File: src/design/csb_pkg.sv
/*
 Constants and types for the processor status and bank-select block.
 Assumes an AHB-Lite master with word accesses and a core on the same clock.
*/
package csb_pkg;
  localparam int DATA_W = 8;
  // status bit positions
  localparam int IRP_BIT = 7;
  localparam int RP_HI = 6;
  localparam int RP_LO = 5;
  localparam int TO_BIT = 4;
  localparam int PD_BIT = 3;
  localparam int Z_BIT = 2;
  localparam int DC_BIT = 1;
  localparam int C_BIT = 0;
  localparam logic [7:0] STATUS_RST = 8'h18;
  localparam logic [7:0] PTR_RST = 8'h00;
  // register indices as printed, byte address is four times the index
  localparam logic [11:0] STATUS_IDX = 12'h183;
  localparam logic [11:0] PTR_IDX = 12'h184;
  localparam logic [11:0] ADDR_STATUS = {STATUS_IDX[9:0], 2'b00};
  localparam logic [11:0] ADDR_PTR = {PTR_IDX[9:0], 2'b00};
  localparam logic [11:0] ADDR_EVT = 12'h000;
  localparam logic [11:0] ADDR_EVTCLR = 12'h004;
  localparam logic [11:0] ADDR_EVTEN = 12'h008;
  // event bits
  localparam int EVT_W = 3;
  localparam int EVT_WDT = 0;
  localparam int EVT_SLEEP = 1;
  localparam int EVT_ROWR = 2;
  localparam logic [EVT_W-1:0] EVT_RST = 3'h0;
  // offsets within a bank that reach the same register in every bank
  localparam int NCOMMON = 6;
  localparam logic [6:0] COMMON_OFS [NCOMMON] =
    '{7'h00, 7'h02, 7'h03, 7'h04, 7'h0A, 7'h0B};
  typedef enum logic [3:0] {
    OP_NONE, OP_MOVE, OP_CLEAR, OP_ADD, OP_SUB,
    OP_AND, OP_OR, OP_XOR, OP_RLC, OP_RRC
  } csb_op_t;
  typedef enum logic [1:0] {DEST_NONE, DEST_STATUS, DEST_PTR} csb_dest_t;
  typedef enum logic [1:0] {BUS_IDLE, BUS_WR, BUS_RD_WAIT, BUS_RD_LAST} csb_bus_t;
  typedef enum logic [2:0] {
    REG_NONE, REG_STATUS, REG_PTR, REG_EVT, REG_EVTCLR, REG_EVTEN
  } csb_reg_t;
endpackage : csb_pkg

File: src/design/csb_alu_if.sv
/*
 Operation request and flag answer between the status block and its ALU.
 Assumes both ends sit on one clock; the answer is combinational.
*/
`timescale 1ns/1ps
`default_nettype none
interface csb_alu_if;
  import csb_pkg::*;
  csb_op_t op;
  logic [DATA_W-1:0] a;
  logic [DATA_W-1:0] b;
  logic cin;
  logic [DATA_W-1:0] result;
  logic zero;
  logic digitCarry;
  logic carry;
  logic setsZ;
  logic setsDc;
  logic setsC;
  modport core(output op, a, b, cin,
    input result, zero, digitCarry, carry, setsZ, setsDc, setsC);
  modport alu(input op, a, b, cin,
    output result, zero, digitCarry, carry, setsZ, setsDc, setsC);
endinterface : csb_alu_if
`default_nettype wire

File: src/design/csb_flag_alu.sv
/*
 Byte ALU that forms the result and the zero, digit-carry and carry flags.
 Assumes the caller applies the flags only where the set signals say so.
*/
`timescale 1ns/1ps
`default_nettype none
module csb_flag_alu (
  csb_alu_if.alu bus // operation in, result and flags out
);
  import csb_pkg::*;
  logic [4:0] lowSum;
  logic [8:0] fullSum;
  logic [DATA_W-1:0] opB;
  always_comb begin
    // subtraction adds the two's complement, so carries mean no borrow
    opB = (bus.op == OP_SUB) ? ~bus.b : bus.b;
    lowSum = {1'b0, bus.a[3:0]} + {1'b0, opB[3:0]} + {4'h0, bus.op == OP_SUB};
    fullSum = {1'b0, bus.a} + {1'b0, opB} + {8'h00, bus.op == OP_SUB};
    bus.result = bus.b;
    bus.digitCarry = lowSum[4];
    bus.carry = fullSum[8];
    bus.setsZ = 1'b0;
    bus.setsDc = 1'b0;
    bus.setsC = 1'b0;
    case (bus.op)
      OP_CLEAR: begin
        bus.result = 8'h00;
        bus.setsZ = 1'b1;
      end
      OP_ADD, OP_SUB: begin
        bus.result = fullSum[7:0];
        bus.setsZ = 1'b1;
        bus.setsDc = 1'b1;
        bus.setsC = 1'b1;
      end
      OP_AND: begin
        bus.result = bus.a & bus.b;
        bus.setsZ = 1'b1;
      end
      OP_OR: begin
        bus.result = bus.a | bus.b;
        bus.setsZ = 1'b1;
      end
      OP_XOR: begin
        bus.result = bus.a ^ bus.b;
        bus.setsZ = 1'b1;
      end
      OP_RLC: begin
        bus.result = {bus.a[6:0], bus.cin};
        bus.carry = bus.a[7];
        bus.setsC = 1'b1;
      end
      OP_RRC: begin
        bus.result = {bus.cin, bus.a[7:1]};
        bus.carry = bus.a[0];
        bus.setsC = 1'b1;
      end
      default: bus.result = bus.b;
    endcase
    bus.zero = (bus.result == 8'h00);
  end
endmodule : csb_flag_alu
`default_nettype wire

File: src/design/csb_bank_map.sv
/*
 Forms direct and indirect data addresses from the bank bits.
 Assumes offsets come from core logic on the same clock.
*/
`timescale 1ns/1ps
`default_nettype none
module csb_bank_map (
  input wire logic [7:0] status, // current status byte
  input wire logic [7:0] pointer, // indirect pointer
  input wire logic [6:0] directOfs, // direct offset in bank
  output logic [8:0] directAddr, // full direct address
  output logic [8:0] indirectAddr, // full indirect address
  output logic directCommon, // direct access hits a shared register
  output logic indirectCommon // indirect access hits a shared register
);
  import csb_pkg::*;
  function automatic logic isCommon(input logic [6:0] ofs);
    logic hit;
    hit = 1'b0;
    for (int i = 0; i < NCOMMON; i++) begin
      hit = hit | (ofs == COMMON_OFS[i]);
    end
    return hit;
  endfunction : isCommon
  assign directAddr = {status[RP_HI:RP_LO], directOfs};
  assign indirectAddr = {status[IRP_BIT], pointer};
  // shared registers answer at the same offset in every bank
  assign directCommon = isCommon(directOfs);
  assign indirectCommon = isCommon(pointer[6:0]);
endmodule : csb_bank_map
`default_nettype wire

File: src/design/csb_status_bank.sv
/*
 Processor status register with bank selection, indirect pointer, event
 flags and an AHB-Lite slave. Assumes the core, the watchdog and the bus
 all run on mclk; core strobes are one-cycle pulses.
*/
`timescale 1ns/1ps
`default_nettype none
module csb_status_bank (
  input wire logic mclk, // core clock
  input wire logic resetn, // async reset, active low
  input wire logic hsel, // slave select
  input wire logic [31:0] haddr, // byte address
  input wire logic [1:0] htrans, // transfer type
  input wire logic hwrite, // write when high
  input wire logic [2:0] hsize, // transfer size
  input wire logic [31:0] hwdata, // write data
  input wire logic hready, // bus ready
  output logic hreadyout, // slave ready
  output logic hresp, // always okay
  output logic [31:0] hrdata, // read data
  input wire logic coreOpValid, // core op strobe
  input wire csb_pkg::csb_op_t coreOp, // operation
  input wire csb_pkg::csb_dest_t coreDest, // where the result goes
  input wire logic [7:0] coreA, // first operand
  input wire logic [7:0] coreB, // second operand
  input wire logic coreKick, // watchdog kick strobe
  input wire logic coreSleep, // sleep strobe
  input wire logic wdtTimeout, // watchdog expiry strobe
  input wire logic [6:0] directOfs, // direct offset in bank
  output logic [7:0] coreResult, // last op result
  output logic [7:0] statusOut, // status byte
  output logic [8:0] directAddr, // registered direct address
  output logic [8:0] indirectAddr, // registered indirect address
  output logic directCommon, // direct hits shared register
  output logic indirectCommon, // indirect hits shared register
  output logic irq // level interrupt
);
  import csb_pkg::*;

  logic [7:0] status;
  logic [7:0] next_status;
  logic [7:0] pointer;
  logic [7:0] next_pointer;
  // sticky event flags and their interrupt enables
  logic [EVT_W-1:0] evtStatus;
  logic [EVT_W-1:0] evtEnable;
  logic [EVT_W-1:0] evtSet;
  logic [EVT_W-1:0] evtClr;
  logic [EVT_W-1:0] next_evt;
  csb_bus_t busState;
  csb_reg_t busReg;
  logic addrAccept;
  logic wrStatus;
  logic wrPtr;
  logic wrEvtClr;
  logic wrEvtEn;
  logic [7:0] wrByte;
  logic [7:0] readByte;
  logic coreToStatus;
  logic coreToPtr;
  logic flagOp;
  logic roAttempt;
  logic [8:0] mapDirect;
  logic [8:0] mapIndirect;
  logic mapDirCommon;
  logic mapIndCommon;

  // the ALU hangs off its own interface so the flag rules stay in one place
  csb_alu_if aluBus();

  csb_flag_alu u_alu (
    .bus(aluBus.alu)
  );

  csb_bank_map u_map (
    .status(status),
    .pointer(pointer),
    .directOfs(directOfs),
    .directAddr(mapDirect),
    .indirectAddr(mapIndirect),
    .directCommon(mapDirCommon),
    .indirectCommon(mapIndCommon)
  );

  // only the lowest 4K bytes decode; higher addresses read zero, drop writes
  function automatic csb_reg_t decodeReg(input logic [31:0] addr);
    csb_reg_t sel;
    sel = REG_NONE;
    if (addr[31:12] == 20'h00000) begin
      case (addr[11:0])
        ADDR_STATUS: sel = REG_STATUS;
        ADDR_PTR: sel = REG_PTR;
        ADDR_EVT: sel = REG_EVT;
        ADDR_EVTCLR: sel = REG_EVTCLR;
        ADDR_EVTEN: sel = REG_EVTEN;
        default: sel = REG_NONE;
      endcase
    end
    return sel;
  endfunction : decodeReg

  // core operation into the ALU; idle ops keep the flags still
  assign aluBus.op = coreOpValid ? coreOp : OP_NONE;
  assign aluBus.a = coreA;
  assign aluBus.b = coreB;
  assign aluBus.cin = status[C_BIT];

  // hsize is not decoded: every access is taken as a whole word
  assign addrAccept = hsel & hready & htrans[1];
  assign wrByte = hwdata[7:0];
  assign wrStatus = (busState == BUS_WR) && (busReg == REG_STATUS);
  assign wrPtr = (busState == BUS_WR) && (busReg == REG_PTR);
  assign wrEvtClr = (busState == BUS_WR) && (busReg == REG_EVTCLR);
  assign wrEvtEn = (busState == BUS_WR) && (busReg == REG_EVTEN);
  // the core strobe qualifies its destination so idle cycles write nothing
  assign coreToStatus = coreOpValid && (coreDest == DEST_STATUS);
  assign coreToPtr = coreOpValid && (coreDest == DEST_PTR);
  assign flagOp = aluBus.setsZ | aluBus.setsDc | aluBus.setsC;

  // bus phase tracking; reads take one wait state so that a read right
  // after a write sees the written value
  always_ff @(posedge mclk or negedge resetn) begin
    if (!resetn) begin
      busState <= BUS_IDLE;
      busReg <= REG_NONE;
    end else begin
      case (busState)
        BUS_RD_WAIT: busState <= BUS_RD_LAST;
        BUS_IDLE, BUS_WR, BUS_RD_LAST: begin
          if (addrAccept) begin
            busState <= hwrite ? BUS_WR : BUS_RD_WAIT;
            busReg <= decodeReg(haddr);
          end else begin
            busState <= BUS_IDLE;
          end
        end
        default: busState <= BUS_IDLE;
      endcase
    end
  end

  // writes never wait; each read waits exactly one cycle
  always_ff @(posedge mclk or negedge resetn) begin
    if (!resetn) begin
      hreadyout <= 1'b1;
    end else if (addrAccept && !hwrite) begin
      hreadyout <= 1'b0;
    end else if (busState == BUS_RD_WAIT) begin
      hreadyout <= 1'b1;
    end
  end

  always_ff @(posedge mclk or negedge resetn) begin
    if (!resetn) begin
      hresp <= 1'b0;
    end else begin
      hresp <= 1'b0;
    end
  end

  // the clear register is write-only and reads back zero
  always_comb begin
    case (busReg)
      REG_STATUS: readByte = status;
      REG_PTR: readByte = pointer;
      REG_EVT: readByte = {{(8 - EVT_W){1'b0}}, evtStatus};
      REG_EVTEN: readByte = {{(8 - EVT_W){1'b0}}, evtEnable};
      default: readByte = 8'h00;
    endcase
  end

  // read data is caught in the wait cycle and held until the next read
  always_ff @(posedge mclk or negedge resetn) begin
    if (!resetn) begin
      hrdata <= 32'h00000000;
    end else if (busState == BUS_RD_WAIT) begin
      hrdata <= {24'h000000, readByte};
    end
  end

  // a bus write acts like a plain move: flags untouched by any ALU effect
  always_comb begin
    next_status = status;
    if (wrStatus) begin
      next_status[IRP_BIT:RP_LO] = wrByte[IRP_BIT:RP_LO];
      next_status[Z_BIT:C_BIT] = wrByte[Z_BIT:C_BIT];
    end
    // the core wins over a bus write landing in the same cycle
    if (coreToStatus) begin
      // bank bits take the result even when the op sets flags
      next_status[IRP_BIT:RP_LO] = aluBus.result[IRP_BIT:RP_LO];
      if (!flagOp) begin
        next_status[Z_BIT:C_BIT] = aluBus.result[Z_BIT:C_BIT];
      end
    end
    if (aluBus.setsZ) begin
      next_status[Z_BIT] = aluBus.zero;
    end
    if (aluBus.setsDc) begin
      next_status[DC_BIT] = aluBus.digitCarry;
    end
    if (aluBus.setsC) begin
      next_status[C_BIT] = aluBus.carry;
    end
    // power flags move only on their own events, never on a write
    if (coreKick) begin
      next_status[TO_BIT] = 1'b1;
      next_status[PD_BIT] = 1'b1;
    end
    if (coreSleep) begin
      next_status[TO_BIT] = 1'b1;
      next_status[PD_BIT] = 1'b0;
    end
    // expiry wins over a kick in the same cycle: the timeout really happened
    if (wdtTimeout) begin
      next_status[TO_BIT] = 1'b0;
    end
  end

  // arithmetic flags come up zero although software may not rely on them
  always_ff @(posedge mclk or negedge resetn) begin
    if (!resetn) begin
      status <= STATUS_RST;
    end else begin
      status <= next_status;
    end
  end

  // the core wins over the bus for the pointer too
  always_comb begin
    next_pointer = pointer;
    if (wrPtr) begin
      next_pointer = wrByte;
    end
    if (coreToPtr) begin
      next_pointer = aluBus.result;
    end
  end

  always_ff @(posedge mclk or negedge resetn) begin
    if (!resetn) begin
      pointer <= PTR_RST;
    end else begin
      pointer <= next_pointer;
    end
  end

  // the last result stays for the core to read back; idle cycles hold it
  always_ff @(posedge mclk or negedge resetn) begin
    if (!resetn) begin
      coreResult <= 8'h00;
    end else if (coreOpValid) begin
      coreResult <= aluBus.result;
    end
  end

  // an attempt to change a power flag by writing is reported, not obeyed
  always_comb begin
    roAttempt = 1'b0;
    if (wrStatus && (wrByte[TO_BIT:PD_BIT] != status[TO_BIT:PD_BIT])) begin
      roAttempt = 1'b1;
    end
    // a core write with no flag effect may also try to move them
    if (coreToStatus && !flagOp &&
        (aluBus.result[TO_BIT:PD_BIT] != status[TO_BIT:PD_BIT])) begin
      roAttempt = 1'b1;
    end
  end

  // event sources: watchdog expiry, sleep entry, refused power-flag write
  always_comb begin
    evtSet = '0;
    evtSet[EVT_WDT] = wdtTimeout;
    evtSet[EVT_SLEEP] = coreSleep;
    evtSet[EVT_ROWR] = roAttempt;
    evtClr = wrEvtClr ? wrByte[EVT_W-1:0] : '0;
    // a new event beats a clear in the same cycle
    next_evt = (evtStatus & ~evtClr) | evtSet;
  end

  always_ff @(posedge mclk or negedge resetn) begin
    if (!resetn) begin
      evtStatus <= EVT_RST;
    end else begin
      evtStatus <= next_evt;
    end
  end

  // a masked event still latches; the enable only gates the interrupt
  always_ff @(posedge mclk or negedge resetn) begin
    if (!resetn) begin
      evtEnable <= EVT_RST;
    end else if (wrEvtEn) begin
      evtEnable <= wrByte[EVT_W-1:0];
    end
  end

  // irq looks at next_evt so it rises on the same edge as the event bit
  always_ff @(posedge mclk or negedge resetn) begin
    if (!resetn) begin
      irq <= 1'b0;
    end else begin
      irq <= |(next_evt & evtEnable);
    end
  end

  // addresses are registered so every output leaves a flip-flop; they lag
  // the bank bits by one cycle
  always_ff @(posedge mclk or negedge resetn) begin
    if (!resetn) begin
      directAddr <= 9'h000;
      indirectAddr <= 9'h000;
      directCommon <= 1'b0;
      indirectCommon <= 1'b0;
    end else begin
      directAddr <= mapDirect;
      indirectAddr <= mapIndirect;
      directCommon <= mapDirCommon;
      indirectCommon <= mapIndCommon;
    end
  end

  // the status flop drives the port directly
  assign statusOut = status;

endmodule : csb_status_bank
`default_nettype wire

File: config.mk
export PLATFORM = sky130hd
export DESIGN_NAME = csb_status_bank
export DESIGN_NICKNAME = d
export VERILOG_FILES = /design/src/design/csb_pkg.sv /design/src/design/csb_alu_if.sv /design/src/design/csb_flag_alu.sv /design/src/design/csb_bank_map.sv /design/src/design/csb_status_bank.sv
export SDC_FILE = /design/constraint.sdc
export NUM_CORES = 1
export LEC_CHECK = 0
export ABC_CLOCK_PERIOD_IN_PS = 1750
export BUFFER_PORTS_ARGS = -buffer_cell sky130_fd_sc_hd__buf_2
export CORE_ASPECT_RATIO = 1.1
export CORE_MARGIN = 2
export CORE_UTILIZATION = 44
export DETAILED_ROUTE_END_ITERATION = 12
export GPL_ROUTABILITY_DRIVEN = 0
export MAX_ROUTING_LAYER = met4
export PLACE_DENSITY_LB_ADDON = 0.1
export SETUP_SLACK_MARGIN = 0.1
export SLEW_MARGIN = 20
export SYNTH_ARGS = -nofsm -noshare
export SYNTH_HDL_FRONTEND = slang
export SYNTH_SLANG_ARGS = --single-unit
File: constraint.sdc
create_clock -name mclk -period 1.75 [get_ports mclk]
set_input_delay 0.35 -clock mclk [delete_from_list [all_inputs] [get_ports mclk]]
set_output_delay 0.35 -clock mclk [all_outputs]
set_load 0.03 [all_outputs]
* Word-level counts from Yosys, hierarchy flattened
Index checks and enable logic that the tools add are counted.
** Operators by class
- Eq/ne operators :: 34
- Shift operators :: 0
- Multiply operators :: 0
- Muxes and demuxes :: 31
- Reductions and logical operators :: 29
- Div/mod/pow operators :: 0
- Magnitude comparators :: 0
- Add/sub/neg operators :: 4
- Bitwise logic cells :: 22
** Operators with widths (number)
- $pmux 8 s7 :: 1
- $pmux 8 s4 :: 1
- $eq 7x2->1 const B :: 4
- $eq 7x4->1 const B :: 4
- $eq 12x11->1 const B :: 2
- $mux 8 :: 3
- $mux 3 :: 7
- $logic_not 20->1 :: 1
- $eq 4x3->1 const B :: 4
- $pmux 3 s5 :: 1
- $eq 7x3->1 const B :: 2
- $logic_not 7->1 :: 2
- $eq 12x3->1 const B :: 1
- $eq 12x4->1 const B :: 1
- $logic_not 12->1 :: 1
- $or 1x1->1 :: 12
- $mux 1 :: 11
- $logic_and 1x1->1 :: 10
- $add 8x8->9 :: 1
- $add 9x1->9 :: 1
- $and 8x8->8 :: 1
- $eq 4x2->1 const B :: 2
- $eq 4x4->1 const B :: 2
- $logic_not 8->1 :: 1
- 28 further kinds :: 44
** Storage, ports and cells
- Memory bits (writable) :: 0
- Memories kept :: 0
- Memory bits (read-only) :: 0
- Output and inout bits :: 71
- Latch bits :: 0
- Flip-flop bits (word level) :: 65
- Logic and storage cells :: 137
- Bits of input ports :: 107

* Depth between registers and ports, before layout
- Depth after elaboration :: 13
- Mapped depth :: 14
- Gate-level depth less buffers :: 12

* Hierarchy
A second synthesis with hierarchy kept.
** Unflattened totals
- Cell total of the unflattened synthesis :: 485
- Area, all modules :: 4586.9 µm²
** Modules (own cells, without submodules)
- csb_status_bank :: cells an instance 265, instances 1, area each 2974.1 µm², seq. area each 1630.3 µm²
- csb_flag_alu :: cells an instance 194, instances 1, area each 1422.6 µm², seq. area each 0.0 µm²
- csb_bank_map :: cells an instance 26, instances 1, area each 190.2 µm², seq. area each 0.0 µm²

* Least setup slack after synthesis
No wires, ideal clock.
- Path type :: input-to-reg
- From :: input port coreOp[0]
- To :: register status[2] (netlist: statusOut[2])
- Data required time :: 1.628 ns
- Library setup time :: 0.122 ns
- Buffers on the path :: 2
- Cell stages on the path :: 14
- Arrival time :: 3.392 ns
- Slack :: -1.764 ns
- Path through :: buf_2 or3b_4 or2_2 clkbuf_1 xnor2_1 inv_1 fa_1 nand3b_1 a21boi_0 o21ai_0 nor3b_1 o31a_1 and4_1 a32o_1
** On the way
- Longest elaborated chain between the ends :: 9
- Elaborated cells on any way between the ends :: 25
- Those cells by class :: add/sub (2); eq/ne (8); mux (9); bitwise (2); reduce/logical (4)
** Ends and longest elaborated chain
- start, declared :: RTL line csb_status_bank.sv:22 : input wire csb_pkg::csb_op_t coreOp,
- $mux 4 * :: RTL line csb_status_bank.sv:103 : assign aluBus.op = coreOpValid ? coreOp : OP_NONE;
- $eq 4x3->1 (tied with other cells) :: RTL line csb_flag_alu.sv:16, csb_flag_alu.sv:18, csb_flag_alu.sv:25
- $mux 8 (tied with other cells) :: RTL line csb_flag_alu.sv:16 : opB = (bus.op == OP_SUB) ? ~bus.b : bus.b;
- $add 8x8->9 / $mux 1 (equally long branches) :: RTL line csb_flag_alu.sv:18, csb_flag_alu.sv:25
- $add 9x1->9 / $or 1x1->1 (equally long branches) :: RTL line csb_flag_alu.sv:18, csb_status_bank.sv:118
- $pmux 8 s7 / $or 1x1->1 (equally long branches) :: RTL line csb_flag_alu.sv:25, csb_status_bank.sv:118
- $mux 3 :: RTL line csb_status_bank.sv:192 : if (!flagOp) begin
- $mux 3 :: RTL line csb_status_bank.sv:189 : if (coreToStatus) begin
- $mux 1 * :: RTL line csb_status_bank.sv:196 : if (aluBus.setsZ) begin
- via next_status[2] :: RTL line csb_status_bank.sv:41 : logic [7:0] next_status;
- end signal, assigned :: RTL line csb_status_bank.sv:225 : status <= next_status;
- end, declared :: RTL line csb_status_bank.sv:40 : logic [7:0] status;
The timed path passes the listed nets; every way through them passes the cells marked *.
A chain may end at the register's enable or synchronous reset.

* Final worst setup path
Same ends and word-level chain as after synthesis.

==> out/metrics.yaml <==
status: "complete, but fails checks"
violations: "setup timing"
cts_max_level: 3
dp_hpwl_um: 10100
io_buffers: 124
postLayoutCellArea_um2: 6010
path_max_fanout: 4
grt_pass1_vias: 4054
path_cells: "buf_6, or3b_4, or2_4, xnor2_2, buf_4, ha_4, a311oi_2, nor2_2, o21ai_2, a22oi_2, buf_4, o311a_4, a32o_1"
grt_first_pass_wirelength_um: 20100
drt_iter0_drc: 192
slew_violations: 0
fmax_ghz: 0.355
cts_sinks: 65
ios: 178
syn_to_final_growth_pct: 41.0
antenna_found_initial: 0
crit_slowest_cell: "or3b_4"
rrSetupSlack_ns: -0.05
clk_latency_ns: 0.34
synth_cells: 455
wl_per_cell_um: 16.6
dr.pass1.iters: 4
coreArea_um2: 9400
holdBufCountCts: 0
cp.required_ns: 1.97
timing.final.hold_violations: 0
slowest_delay_ns: 0.38
startpoint: "coreOp[0]"
die_x_um: 97.9
cap_violations: 0
end_kind: "flip-flop"
yosysSeqAreaShare_pct: 38.2
initial_core_util_pct: 45.4
reg2reg_from: "statusOut[0]"
grt-ovfl-total: 0
final_cell_mix: "buf_2 (123), buf_4 (83), dfrtp_1 (62)"
num_rows: 37
layout_setup_ws_ns: -1.06
critical_path_class: "input pin to flip-flop"
finalClockSkew_ns: 0.0105
worstMarginPinSlew_ns: 0.675
arrival_ns: 3.04
die_h_um: 107
timing.final.crit_share_pct: 161
path_common_cell: "buf_4"
place_ws_ns: -1.43
die-area_um2: 10500
cts_made_buffers: 9
maxSlewHeadroom_pct: 54.6
clockBufferDepth: 2
cp-start-kind: "input pin"
yosysWarnings: 0
rsz0062_at_grt: "yes"
drc: 0
period_minus_slack_ns: 2.81
drt-total-wl_um: 12900
ys_types: 58
vdd_drop_max_v: 0.000371
antenna_left: 0
drive_gt1_share_pct: 44.6
synth_area_um2: 4270
power_density_nw_per_um2: 802
clockRootBuffer: "clkbuf_8"
min_path_type: "input pin to async pin"
synth_flop_cell: "dfrtp_1"
synth_edf_count: 0
ys_ff_latch: 65
cts_tree: "done"
antennaDiodeCount: 0
vias: 4111
fin_nets: 791
placed_area_um2: 5530
final_common_cell: "buf_2"
post-route-util_pct: 64.0
async_reset_ff_share_pct: 100
grt_max_degree: 36
p_leak_nw: 2.99
avgSynthCellArea_um2: 9.37
vias_per_cell: 5.27
grt.total_usage_pct: 24.8
clkTransAtPathRegs_ns: 0.06
setup_viol: 22
==> flip-flops by register name, indices dropped and copies added, names as in the netlist <==
signal,flops
hrdata,8
evtStatus,3
indirectCommon,1
pointer,8
busState,2
coreResult,8
busReg,3
directAddr,9
directCommon,1
irq,1
evtEnable,3
indirectAddr,9
hreadyout,1
statusOut,8
==> kinds of logic after synthesis <==
family          synth area share, %
simple gates                   17.7
compound gates                 17.1
flops                          38.2
buf+inv                        8.21
mux                            8.33
fa+ha+maj                      7.51
xor+xnor                       2.87
other cells                  0.0879
==> path summary, 6_finish.rpt <==
check                           cells after the start              end
max in group asynchronous                           2    coreResult[5]
worst min register to register                      0  indirectAddr[7]
min in group mclk                                   1    directAddr[5]
worst max-delay path                               13     statusOut[2]
worst min-delay path                                1    directAddr[5]
worst max register to register                      7     statusOut[7]
==> power by group <==
group / switching, mW / leakage [nW] / total [mW] / internal [mW]
clock network: 0.530 / 0.116 / 1.44 / 0.912
registers: 0.122 / 0.784 / 1.81 / 1.68
logic: 0.936 / 2.09 / 1.58 / 0.639
total: 1.59 / 2.99 / 4.82 / 3.23
==> layout make-up <==
class	instances	area [um2]
Fill cell	829	3380
Multi-Input combinational cell	349	2610
Sequential cell	65	1630
Timing Repair Buffer	212	1320
Clock buffer	13	169
Tap cell	117	146
Inverter	22	82.6
Clock inverter	2	60.1
==> metrics by stage <==
| stage | std cells | hold WS (ns) | TNS, ns | power [mW] |
|---|---|---|---|---|
| 2_1_floorplan | 479 | 0.0544 | -23.01 | 2.73 |
| 3_3_place_gp | 760 | 0.362 | -24.74 | 3.27 |
| 3_5_place_dp | 760 | 0.377 | -26.21 | 3.30 |
| 4_1_cts | 777 | 0.0130 | -16.67 | 4.79 |
| 5_1_grt | 780 | 0.0339 | -20.14 | 5.06 |
| 6_report | 780 | 0.00891 | -17.84 | 4.82 |
==> routing by layer <==
metal / global-route usage (%) / share of wire [%] / wire [um]
met4: 12.5 / 3.5 / 446
met5: - / 0 / 0
met1: 28.6 / 40 / 5170
met3: 3.38 / 4.0 / 513
met2: 42.5 / 53 / 6800
==> what timing repair did <==
item                                    4_1_cts  5_1_grt
pin swaps                                    12       18
endpoints found under the hold margin         0        0
buffers inserted                              2        4
resized for setup                            16       27
endpoints found under the setup margin       22       25
==> worst max-delay path, delay by kind of cell <==
family | cells | cell delay (ns)
AO/OA/AOI/OAI | 5 | 1.18
XOR/XNOR | 1 | 0.14
adder cells (fa/ha/maj) | 1 | 0.23
buffers and inverters | 3 | 0.38
AND/OR/NAND/NOR | 3 | 0.75
==> synthesized netlist by cell type (all sizes together), types with 2 or more instances <==
| master | number | area (um2) |
|---|---|---|
| a211oi | 3 | 22.5 |
| a21boi | 5 | 37.5 |
| a21o | 5 | 37.5 |
| a21oi | 25 | 125 |
| a22o | 12 | 105 |
| a22oi | 5 | 37.5 |
| a31oi | 3 | 18.8 |
| and2 | 2 | 12.5 |
| buf | 31 | 223 |
| clkbuf | 12 | 45.0 |
| dfrtp | 62 | 1550 |
| dfstp | 3 | 78.8 |
| ha | 24 | 300 |
| inv | 22 | 82.6 |
| mux2 | 20 | 225 |
| mux2i | 13 | 130 |
| nand2 | 40 | 150 |
| nand2b | 7 | 43.8 |
| nand3 | 5 | 25.0 |
| nand3b | 7 | 52.6 |
| nand4 | 4 | 25.0 |
| nand4b | 2 | 17.5 |
| nor2 | 29 | 109 |
| nor2b | 6 | 37.5 |
| nor3 | 13 | 65.1 |
| nor3b | 5 | 42.5 |
| nor4 | 14 | 103 |
| o211ai | 2 | 20.0 |
| o21a | 3 | 22.5 |
| o21ai | 28 | 140 |
| o22ai | 3 | 25.0 |
| o31a | 2 | 17.5 |
| o31ai | 2 | 15.0 |
| o32a | 2 | 20.0 |
| or2 | 2 | 12.5 |
| or3 | 2 | 12.5 |
| or3b | 2 | 22.5 |
| xnor2 | 12 | 105 |
| xor2 | 2 | 17.5 |
No activity file was read; power rests on OpenSTA's default activity.
